### src/shared/hbridge_pkg.sv
// constants and register layout for the h-bridge protection and output block
// Summary of operation
// supply-low comparator qualified only after staying asserted 10 us at least
// qualified undervoltage tri-states outputs, status low; outputs recover, status stays latched
// overvoltage comparator held beyond 3.0 us sets supply_high_flag and overvoltage state
// full-bridge overvoltage drives both outputs high and latches fault_status_n low
// half-bridge overvoltage leaves the output states unchanged
// overvoltage recovery restores outputs; flag and status held until a clear
// temperature warning never stops outputs; its flag is live and self-clearing
// overtemperature held 11 us latches outputs off, sets thermal_shutdown_flag
// short or overtemperature latch released by disable/sleep toggle or clear
// full-bridge short disables both outputs, half-bridge only the shorted one
// half-bridge: output a follows input one, output b follows input two
// full-bridge: input two low gives both high, else a=one, b=not one
// floating inputs read low, floating disable reads high, floating sleep input sleeps
// outputs driven only with enable bit set, disable low, sleep input high; full-bridge overvoltage braking also drives them with disable high
// drive source select uses soft inputs instead of the input pins
// status pin defaults are configurable through the mask register
// mask bits share status bit positions; a set bit lets that fault assert status
// supply_high_protect_off set makes overvoltage a warning only
// half-bridge treats overvoltage as warning and handles shorts per output
// each filter is a counter restarting whenever its comparator deasserts
// reset clears latched flags and the latched outputs-off state
package hbridge_pkg;

  // clock and filter timing
  localparam int CLK_PERIOD_NS  = 5;
  localparam int UV_FILT_NS     = 10000;
  localparam int OV_FILT_NS     = 3000;
  localparam int OT_FILT_NS     = 11000;
  localparam int UV_FILT_CYC    = UV_FILT_NS / CLK_PERIOD_NS;
  localparam int OV_FILT_CYC    = OV_FILT_NS / CLK_PERIOD_NS;
  localparam int OT_FILT_CYC    = OT_FILT_NS / CLK_PERIOD_NS;
  localparam int FILT_CNT_W     = 12;

  // register byte offsets
  localparam logic [4:0] CTRL_OFS   = 5'h00;
  localparam logic [4:0] MASK_OFS   = 5'h04;
  localparam logic [4:0] STAT_OFS   = 5'h08;
  localparam logic [4:0] LIVE_OFS   = 5'h0c;

  // control register fields
  localparam int CTRL_SOFT_A  = 0;
  localparam int CTRL_SOFT_B  = 1;
  localparam int CTRL_SRC_SEL = 2;
  localparam int CTRL_FULL    = 3;
  localparam int CTRL_EN      = 4;
  localparam logic [4:0] CTRL_WMASK = 5'h1f;
  localparam logic [4:0] CTRL_RST   = 5'h18;

  // status and mask fields
  localparam int ST_OT      = 0;
  localparam int ST_TW      = 1;
  localparam int ST_SHORT_A = 4;
  localparam int ST_SHORT_B = 5;
  localparam int ST_OV      = 8;
  localparam int ST_UV      = 9;
  localparam int MASK_DOV   = 12;
  localparam logic [12:0] STAT_BITS = 13'h0333;
  localparam logic [12:0] MASK_WMASK = 13'h1333;
  localparam logic [12:0] MASK_RST   = 13'h0331;

  // synchronised pin vector positions
  localparam int PIN_DIS    = 0;
  localparam int PIN_SLEEP  = 1;
  localparam int PIN_IN1    = 2;
  localparam int PIN_IN2    = 3;
  localparam int PIN_UV     = 4;
  localparam int PIN_OV     = 5;
  localparam int PIN_TW     = 6;
  localparam int PIN_OT     = 7;
  localparam int PIN_SC_A   = 8;
  localparam int PIN_SC_B   = 9;
  localparam int PIN_W      = 10;
  // floating-pin levels: disable high, everything else low
  localparam logic [9:0] PIN_RST = 10'h001;

endpackage : hbridge_pkg

### src/shared/det_if.sv
// carrier between a comparator source and its filter
`timescale 1ns/1ps
`default_nettype none
interface det_if;
  logic raw;
  logic qual;
  modport src (output raw, input qual);
  modport flt (input raw, output qual);
endinterface : det_if
`default_nettype wire

### src/design/hbridge_protection_output_control.sv
// protection, fault latching and output control of the h-bridge driver
`timescale 1ns/1ps
`default_nettype none
module hbridge_protection_output_control
  import hbridge_pkg::*;
(
  input  wire logic        core_clk,
  input  wire logic        rst_n,
  // wishbone slave
  input  wire logic        wb_cyc_i,
  input  wire logic        wb_stb_i,
  input  wire logic        wb_we_i,
  input  wire logic [4:0]  wb_adr_i,
  input  wire logic [3:0]  wb_sel_i,
  input  wire logic [31:0] wb_dat_i,
  output logic [31:0]      wb_dat_o,
  output logic             wb_ack_o,
  // control pins
  input  wire logic        disable_pin,
  input  wire logic        sleep_release_input,
  input  wire logic        input_one,
  input  wire logic        input_two,
  // comparator inputs
  input  wire logic        supply_low_cmp,
  input  wire logic        supply_high_cmp,
  input  wire logic        temp_warn_cmp,
  input  wire logic        temp_shut_cmp,
  input  wire logic        short_a_cmp,
  input  wire logic        short_b_cmp,
  // bridge outputs
  output logic             bridge_output_a,
  output logic             bridge_output_a_oe,
  output logic             bridge_output_b,
  output logic             bridge_output_b_oe,
  output logic             fault_status_n
);

  // ---------------------------------------------------------------
  // functions
  // ---------------------------------------------------------------

  // byte-lane merge of a write into a register image
  function automatic logic [31:0] lane_merge(input logic [31:0] old_v,
                                             input logic [31:0] new_v,
                                             input logic [3:0]  sel);
    logic [31:0] res;
    res = old_v;
    for (int i = 0; i < 4; i++)
      if (sel[i])
        res[i*8 +: 8] = new_v[i*8 +: 8];
    return res;
  endfunction : lane_merge

  // ---------------------------------------------------------------
  // reset release and pin synchronisers
  // ---------------------------------------------------------------

  logic              rst_s1_r;
  logic              rst_s2_r;
  logic              rst_int_n;
  logic [PIN_W-1:0]  pin_s1_r;
  logic [PIN_W-1:0]  pin_s2_r;
  logic [PIN_W-1:0]  pin_raw;

  // async assert, two-stage release
  always_ff @(posedge core_clk or negedge rst_n)
  begin
    if (!rst_n)
    begin
      rst_s1_r <= 1'b0;
      rst_s2_r <= 1'b0;
    end
    else
    begin
      rst_s1_r <= 1'b1;
      rst_s2_r <= rst_s1_r;
    end
  end

  assign rst_int_n = rst_s2_r;

  assign pin_raw = {short_b_cmp, short_a_cmp, temp_shut_cmp, temp_warn_cmp,
                    supply_high_cmp, supply_low_cmp, input_two, input_one,
                    sleep_release_input, disable_pin};

  // floating-pin levels at reset
  always_ff @(posedge core_clk or negedge rst_int_n)
  begin
    if (!rst_int_n)
    begin
      pin_s1_r <= PIN_RST;
      pin_s2_r <= PIN_RST;
    end
    else
    begin
      pin_s1_r <= pin_raw;
      pin_s2_r <= pin_s1_r;
    end
  end

  // ---------------------------------------------------------------
  // detector filters
  // ---------------------------------------------------------------

  det_if uv_det ();
  det_if ov_det ();
  det_if ot_det ();

  assign uv_det.raw = pin_s2_r[PIN_UV];
  assign ov_det.raw = pin_s2_r[PIN_OV];
  assign ot_det.raw = pin_s2_r[PIN_OT];

  // uv filter
  det_filter #(.TERM(UV_FILT_CYC)) uv_filt (
    .core_clk (core_clk),
    .rst_n    (rst_int_n),
    .det      (uv_det.flt)
  );

  // ov filter
  det_filter #(.TERM(OV_FILT_CYC)) ov_filt (
    .core_clk (core_clk),
    .rst_n    (rst_int_n),
    .det      (ov_det.flt)
  );

  // ot filter
  det_filter #(.TERM(OT_FILT_CYC)) ot_filt (
    .core_clk (core_clk),
    .rst_n    (rst_int_n),
    .det      (ot_det.flt)
  );

  // ---------------------------------------------------------------
  // registers and bus decode
  // ---------------------------------------------------------------

  logic [4:0]  ctrl_r;
  logic [12:0] mask_r;
  logic [12:0] stat_r;
  logic [12:0] stat_nxt;
  logic [12:0] stat_set;
  logic [12:0] clr_bits;
  logic        ack_r;
  logic [31:0] rdata_r;
  logic        bus_req;
  logic        wr_ctrl;
  logic        wr_mask;
  logic        wr_stat;
  logic [31:0] clr_word;
  logic [31:0] live_word;
  logic [31:0] ctrl_merged;
  logic [31:0] mask_merged;

  assign bus_req  = wb_cyc_i && wb_stb_i && !ack_r;
  assign wr_ctrl  = bus_req && wb_we_i && (wb_adr_i == CTRL_OFS);
  assign wr_mask  = bus_req && wb_we_i && (wb_adr_i == MASK_OFS);
  assign wr_stat  = bus_req && wb_we_i && (wb_adr_i == STAT_OFS);
  assign clr_word = lane_merge(32'h0000_0000, wb_dat_i, wb_sel_i);
  assign clr_bits = wr_stat ? (clr_word[12:0] & STAT_BITS) : 13'h0000;
  // write images of the writable registers, lanes merged
  assign ctrl_merged = lane_merge({27'h0, ctrl_r}, wb_dat_i, wb_sel_i);
  assign mask_merged = lane_merge({19'h0, mask_r}, wb_dat_i, wb_sel_i);

  // one-cycle acknowledge for every address
  always_ff @(posedge core_clk or negedge rst_int_n)
  begin
    if (!rst_int_n)
      ack_r <= 1'b0;
    else
      ack_r <= bus_req;
  end

  // control register with soft inputs
  always_ff @(posedge core_clk or negedge rst_int_n)
  begin
    if (!rst_int_n)
      ctrl_r <= CTRL_RST;
    else if (wr_ctrl)
      ctrl_r <= ctrl_merged[4:0] & CTRL_WMASK;
  end

  // mask register, same layout as status
  always_ff @(posedge core_clk or negedge rst_int_n)
  begin
    if (!rst_int_n)
      mask_r <= MASK_RST;
    else if (wr_mask)
      mask_r <= mask_merged[12:0] & MASK_WMASK;
  end

  // ---------------------------------------------------------------
  // control decode
  // ---------------------------------------------------------------

  logic dis_s;
  logic awake_s;
  logic dis_d_r;
  logic awake_d_r;
  logic pin_toggle;
  logic full_mode;
  logic ov_force;
  logic in_a;
  logic in_b;
  logic drive_ok;
  logic off_a_r;
  logic off_b_r;
  logic sc_a;
  logic sc_b;
  logic release_latch;

  assign dis_s     = pin_s2_r[PIN_DIS];
  assign awake_s   = pin_s2_r[PIN_SLEEP];
  assign full_mode = ctrl_r[CTRL_FULL];
  assign sc_a      = pin_s2_r[PIN_SC_A];
  assign sc_b      = pin_s2_r[PIN_SC_B];

  // edge history for latch release
  always_ff @(posedge core_clk or negedge rst_int_n)
  begin
    if (!rst_int_n)
    begin
      dis_d_r   <= PIN_RST[PIN_DIS];
      awake_d_r <= PIN_RST[PIN_SLEEP];
    end
    else
    begin
      dis_d_r   <= dis_s;
      awake_d_r <= awake_s;
    end
  end

  // release on pin toggle or clear write
  assign pin_toggle    = (dis_s != dis_d_r) || (awake_s != awake_d_r);
  assign release_latch = pin_toggle || (|(clr_bits & STAT_BITS
                         & ((13'h0001 << ST_OT) | (13'h0001 << ST_SHORT_A) | (13'h0001 << ST_SHORT_B))));

  // ---------------------------------------------------------------
  // fault flags
  // ---------------------------------------------------------------

  // sticky set sources; warning bit is live only
  always_comb
  begin
    stat_set             = 13'h0000;
    stat_set[ST_UV]      = uv_det.qual;
    stat_set[ST_OV]      = ov_det.qual;
    stat_set[ST_OT]      = ot_det.qual;
    stat_set[ST_SHORT_A] = sc_a;
    stat_set[ST_SHORT_B] = sc_b;
  end

  // flags latch until cleared, set wins
  always_comb
  begin
    stat_nxt = stat_r & ~clr_bits;
    if (pin_toggle)
    begin
      stat_nxt[ST_OT]      = 1'b0;
      stat_nxt[ST_SHORT_A] = 1'b0;
      stat_nxt[ST_SHORT_B] = 1'b0;
    end
    stat_nxt = stat_nxt | stat_set;
    // live warning
    stat_nxt[ST_TW] = pin_s2_r[PIN_TW];
  end

  // flags cleared at reset
  always_ff @(posedge core_clk or negedge rst_int_n)
  begin
    if (!rst_int_n)
      stat_r <= 13'h0000;
    else
      stat_r <= stat_nxt;
  end

  // latched outputs off, set wins over release
  always_ff @(posedge core_clk or negedge rst_int_n)
  begin
    if (!rst_int_n)
    begin
      off_a_r <= 1'b0;
      off_b_r <= 1'b0;
    end
    else
    begin
      off_a_r <= (off_a_r && !release_latch) || ot_det.qual || sc_a || (full_mode && sc_b);
      off_b_r <= (off_b_r && !release_latch) || ot_det.qual || sc_b || (full_mode && sc_a);
    end
  end

  // ---------------------------------------------------------------
  // output truth table
  // ---------------------------------------------------------------

  // pin or soft input source
  assign in_a = ctrl_r[CTRL_SRC_SEL] ? ctrl_r[CTRL_SOFT_A] : pin_s2_r[PIN_IN1];
  assign in_b = ctrl_r[CTRL_SRC_SEL] ? ctrl_r[CTRL_SOFT_B] : pin_s2_r[PIN_IN2];

  // full-bridge overvoltage braking
  assign ov_force = full_mode && ov_det.qual && !mask_r[MASK_DOV];

  // drive permission
  assign drive_ok = ctrl_r[CTRL_EN] && awake_s && !uv_det.qual && (!dis_s || ov_force);

  // registered output levels and enables
  always_ff @(posedge core_clk or negedge rst_int_n)
  begin
    if (!rst_int_n)
    begin
      bridge_output_a    <= 1'b0;
      bridge_output_b    <= 1'b0;
      bridge_output_a_oe <= 1'b0;
      bridge_output_b_oe <= 1'b0;
    end
    else
    begin
      bridge_output_a_oe <= drive_ok && !off_a_r;
      bridge_output_b_oe <= drive_ok && !off_b_r;
      if (ov_force)
      begin
        bridge_output_a <= 1'b1;
        bridge_output_b <= 1'b1;
      end
      else if (!full_mode)
      begin
        // independent half bridges
        bridge_output_a <= in_a;
        bridge_output_b <= in_b;
      end
      else
      begin
        // full bridge decode
        bridge_output_a <= in_a || !in_b;
        bridge_output_b <= !in_a || !in_b;
      end
    end
  end

  // status pin: sleep high, disable low, else masked faults
  always_ff @(posedge core_clk or negedge rst_int_n)
  begin
    if (!rst_int_n)
      fault_status_n <= 1'b1;
    else if (!awake_s)
      fault_status_n <= 1'b1;
    else
      fault_status_n <= !(dis_s || (|(stat_r & mask_r & STAT_BITS)));
  end

  // ---------------------------------------------------------------
  // read path
  // ---------------------------------------------------------------

  assign live_word = {20'h0, off_b_r, off_a_r, pin_s2_r[PIN_SC_B:PIN_IN1],
                      awake_s, dis_s};

  // read data registered with the acknowledge, unmapped reads zero
  always_ff @(posedge core_clk or negedge rst_int_n)
  begin
    if (!rst_int_n)
      rdata_r <= 32'h0000_0000;
    else if (bus_req && !wb_we_i)
      unique case (wb_adr_i)
        CTRL_OFS: rdata_r <= {27'h0, ctrl_r};
        MASK_OFS: rdata_r <= {19'h0, mask_r};
        STAT_OFS: rdata_r <= {19'h0, stat_r};
        LIVE_OFS: rdata_r <= live_word;
        default:  rdata_r <= 32'h0000_0000;
      endcase
  end

  assign wb_dat_o = rdata_r;
  assign wb_ack_o = ack_r;

endmodule : hbridge_protection_output_control
`default_nettype wire

### src/design/det_filter.sv
// detector filter: qualifies a comparator after a run of asserted cycles
`timescale 1ns/1ps
`default_nettype none
module det_filter
  import hbridge_pkg::*;
#(
  parameter int TERM = 1
) (
  input  wire logic core_clk,
  input  wire logic rst_n,
  det_if.flt        det
);

  localparam logic [FILT_CNT_W-1:0] LAST = FILT_CNT_W'(TERM - 1);

  logic [FILT_CNT_W-1:0] cnt_r;
  logic                  qual_r;

  // restart on deassert
  always_ff @(posedge core_clk or negedge rst_n)
  begin
    if (!rst_n)
    begin
      cnt_r  <= '0;
      qual_r <= 1'b0;
    end
    else if (!det.raw)
    begin
      cnt_r  <= '0;
      qual_r <= 1'b0;
    end
    else if (cnt_r == LAST)
      qual_r <= 1'b1;
    else
      cnt_r <= cnt_r + 1'b1;
  end

  assign det.qual = qual_r;

endmodule : det_filter
`default_nettype wire

### config.mk
export PLATFORM = sky130hd
export DESIGN_NAME = hbridge_protection_output_control
export DESIGN_NICKNAME = d
export VERILOG_FILES = /design/src/shared/hbridge_pkg.sv /design/src/shared/det_if.sv /design/src/design/hbridge_protection_output_control.sv /design/src/design/det_filter.sv
export SDC_FILE = /design/constraint.sdc
export NUM_CORES = 1
export LEC_CHECK = 0
export BUFFER_PORTS_ARGS = -buffer_cell sky130_fd_sc_hd__clkbuf_2
export CAP_MARGIN = 0
export CORE_ASPECT_RATIO = 0.9
export CORE_MARGIN = 2
export CORE_UTILIZATION = 59
export CTS_CLUSTER_SIZE = 28
export DETAILED_ROUTE_END_ITERATION = 10
export GPL_TIMING_DRIVEN = 0
export PLACE_DENSITY = 0.84
export SETUP_SLACK_MARGIN = 0.05
export SLEW_MARGIN = 20
export SYNTH_ARGS = -nofsm -noshare
export SYNTH_HDL_FRONTEND = slang
export SYNTH_SLANG_ARGS = --single-unit
### constraint.sdc
create_clock -name core_clk -period 5 [get_ports core_clk]
set_input_delay 0.25 -clock core_clk [delete_from_list [all_inputs] [get_ports core_clk]]
set_output_delay 0.25 -clock core_clk [all_outputs]
set_load 0.01 [all_outputs]
==> results.tsv <==
metric	value	unit
vias in the first global route	3179	
Root Driver	clkbuf_8	
Fin Setup TNS	0	ps
final period utilization	36.0	%
sequential-to-total area share from yosys stat	56.2	%
commonest non-fill, non-tap cell in the layout	dfrtp_1	
count of final setup violators	0	
Setup Skew	9.78	ps
Peak VDD IR	0.000175	V
worst setup margin	3200	ps
xor/xnor share of the synthesized area	5.56	%
Tmin final	1800	ps
Die Width	96.7	um
Simple-Gate Fraction of Synth Area	18.8	%
most common flop cell mapped by yosys	dfrtp_1	
initial antenna violation count	0	
deepest clock path buffer count	2	
Synth Instances	388	
Placement Setup Slack	3220	ps
crit path from	wb_ack_o$_DFF_PN0_	
Synth Register Bits	102	
Total GRT Usage	22.4	%
commonest cells after routing, fill and taps aside	dfrtp_1 (90), clkbuf_2 (48), nand2_1 (31)	
fill cell count	530	
CTS tree	yes	
Layout area overhead	18.3	%
RSZ-0062 raised after global routing	false	
Syn Area/Cell	11.8	um2
number of nets in the layout	536	
routed wire length	8720	um
Worst-Margin Slew	756	ps
Ant. Diodes	0	
final max-slew violation count	0	
CTS resizes	0	
die area	8460	um2
worst setup path category	flop to flop	
RR Startpoint	wb_ack_o$_DFF_PN0_	
worst-skew pair later-pin latency	360	ps
DRC violations left	0	
Inserted Clock Buffers	9	
chip height	87.5	um
arrival time at the worst endpoint	2100	ps
f_max	555	MHz
CP endpoint kind	flop	
initial drt markers	251	
H-tree levels	3	
Pleak	2.62	nW
Netlist cell types	56	
Synth Warn #	0	
hpwl dp	6090	um
post-DR vias/cell	5.49	
Initial Util	60.8	%
min-delay src	wb_dat_i[3]	
core area	7510	um2
post-synthesis mux area share	5.70	%
Placer Congestion	0.887	
global route overflow	0	
outcome	complete, no violations	
ys async rst share	100	%
I/O pin cnt	94	
global-route wire length before repair	14800	um
Vias	3172	
Worst Path Required	5290	ps
Critical Path Start Type	flop	
max_cap viols	0	
worst hold path type	primary input to flop	
slew margin rel.	49.2	%
Clock transition at path regs	90	ps
Worst Path Max Fanout	7	
number of synthesized flops with an enable pin	0	
post-route ant nets	0	
power density cells	306	nW/um2
ratio of cells with drive above 1 in the final layout	27.0	%
Netlist Area Pre-Place	4570	um2
Synth Area in Compound Gates	7.78	%
largest net degree at the start of global routing	53	
Post-Synth Adder-Cell Area	0.822	%
Clock Sinks	102	
PortBufs	48	
Core Rows	30	
drt first pass iters	5	
Pwr Total	1.65	mW
Avg WL per Cell	15.1	um
final hold violation count	0	
largest family of logic cells by synthesized area	simple AND/OR/NAND/NOR gates	
[final timing paths]
kind | to | cells after the start | slack, ps
min reg2reg | pin_s2_r[4]$_DFF_PN0_ | 0 | 350
max in group asynchronous | mask_r[8]$_DFFE_PN1P_ | 1 | 3930
min | ctrl_r[3]$_DFFE_PN1P_ | 2 | 120
max | wb_dat_o[10]$_DFFE_PN0P_ | 5 | 3200
max reg2reg | wb_dat_o[10]$_DFFE_PN0P_ | 5 | 3200
min in group asynchronous | rst_int_n$_DFF_PN0_ | 2 | 200
[kinds of logic after synthesis]
family                   count (synthesis)
AO/OA/AOI/OAI                           49
XOR/XNOR                                29
adder cells (fa/ha/maj)                  3
buffers and inverters                   36
flip-flops                             102
multiplexers                            23
other                                    2
AND/OR/NAND/NOR                        144
[layer usage]
| metal | GRT usage (%) | up-vias | share of wire (%) |
|---|---|---|---|
| met5 | 0 | - | 0 |
| li1 | - | 1487 | - |
| met2 | 37.0 | 120 | 48 |
| met4 | 8.71 | 0 | 2.4 |
| met1 | 28.2 | 1544 | 43 |
| met3 | 6.74 | 21 | 6.3 |
[synth_stat cells (2+ instances only)]
cell	count	area [um2]
conb_1	2	7.51
mux2_4	3	45.0
nor2_1	8	30.0
o21ai_2	5	43.8
ha_1	3	37.5
nor4b_1	2	17.5
nor3b_1	2	15.0
a211o_1	2	17.5
a2111oi_0	2	17.5
nand2_1	31	116
a21boi_0	6	45.0
buf_4	19	143
and4b_1	2	20.0
a22o_1	4	35.0
and4_1	4	35.0
xor2_1	12	105
buf_6	3	33.8
mux2_2	12	135
and3_1	14	87.6
nor3_1	8	40.0
nor4_1	3	18.8
nand4_1	6	37.5
a21o_1	2	15.0
o21ai_1	3	15.0
a21oi_1	2	10.0
mux2i_1	8	80.1
or3_1	3	18.8
and2_1	23	144
o21ai_0	9	45.0
clkbuf_1	5	18.8
a211oi_1	2	15.0
a22oi_1	6	45.0
dfstp_2	11	289
nand2b_1	3	18.8
dfrtp_1	91	2280
inv_1	9	33.8
xnor2_1	17	149
a31o_2	3	26.3
nand3_1	14	70.1
nor2b_1	8	50.1
[stage by stage]
stage / std cells / utilization [%] / hold slack (ps) / cell area (um2)
floorplan: 406 / - / -45.6 / 4630
global placement: 550 / 66.5 / 35.5 / 4990
detailed placement: 551 / 67.0 / 39.2 / 5030
CTS: 577 / 71.8 / 6.74 / 5390
global route: 578 / 72.0 / 105 / 5400
finish: 578 / 72.0 / 117 / 5400
[power breakdown]
group	total [mW]	leakage [nW]	switching, mW	internal, mW
clock network	0.660	0.131	0.263	0.397
logic	0.112	1.18	0.0568	0.0547
registers	0.883	1.31	0.0290	0.854
total	1.65	2.62	0.349	1.31
[state kept, by name, indices dropped and copies added (netlist names), 5 cells and up]
name	cells
stat_r	6
mask_r	7
pin_s1_r	10
wb_dat_o	13
ot_filt.cnt_r	12
ctrl_r	5
pin_s2_r	10
uv_filt.cnt_r	12
ov_filt.cnt_r	12
[area by class of cell]
| type | count | area (um2) | share of cell area [%] |
|---|---|---|---|
| buffer | 27 | 195 | 3.61 |
| clock inverter | 4 | 120 | 2.22 |
| timing repair buffer | 60 | 378 | 7.00 |
| sequential | 102 | 2570 | 47.6 |
| tap | 96 | 120 | 2.22 |
| clock buffer | 12 | 145 | 2.69 |
| inverter | 9 | 33.8 | 0.625 |
| multi-input combinational | 268 | 1840 | 34.1 |
[worst max-delay path: stages (launching register included)]
cell	delay, ps
dfrtp_1	400
and3b_2	300
nand2b_2	70
buf_6	140
nor3_1	580
a22o_1	240
[what timing repair did]
item / in CTS / in global routing
setup buffers: 0 / 0
hold buffers: 10 / 1
hold endpoints to repair: 11 / 1
No activity file was read; power rests on OpenSTA's default activity.
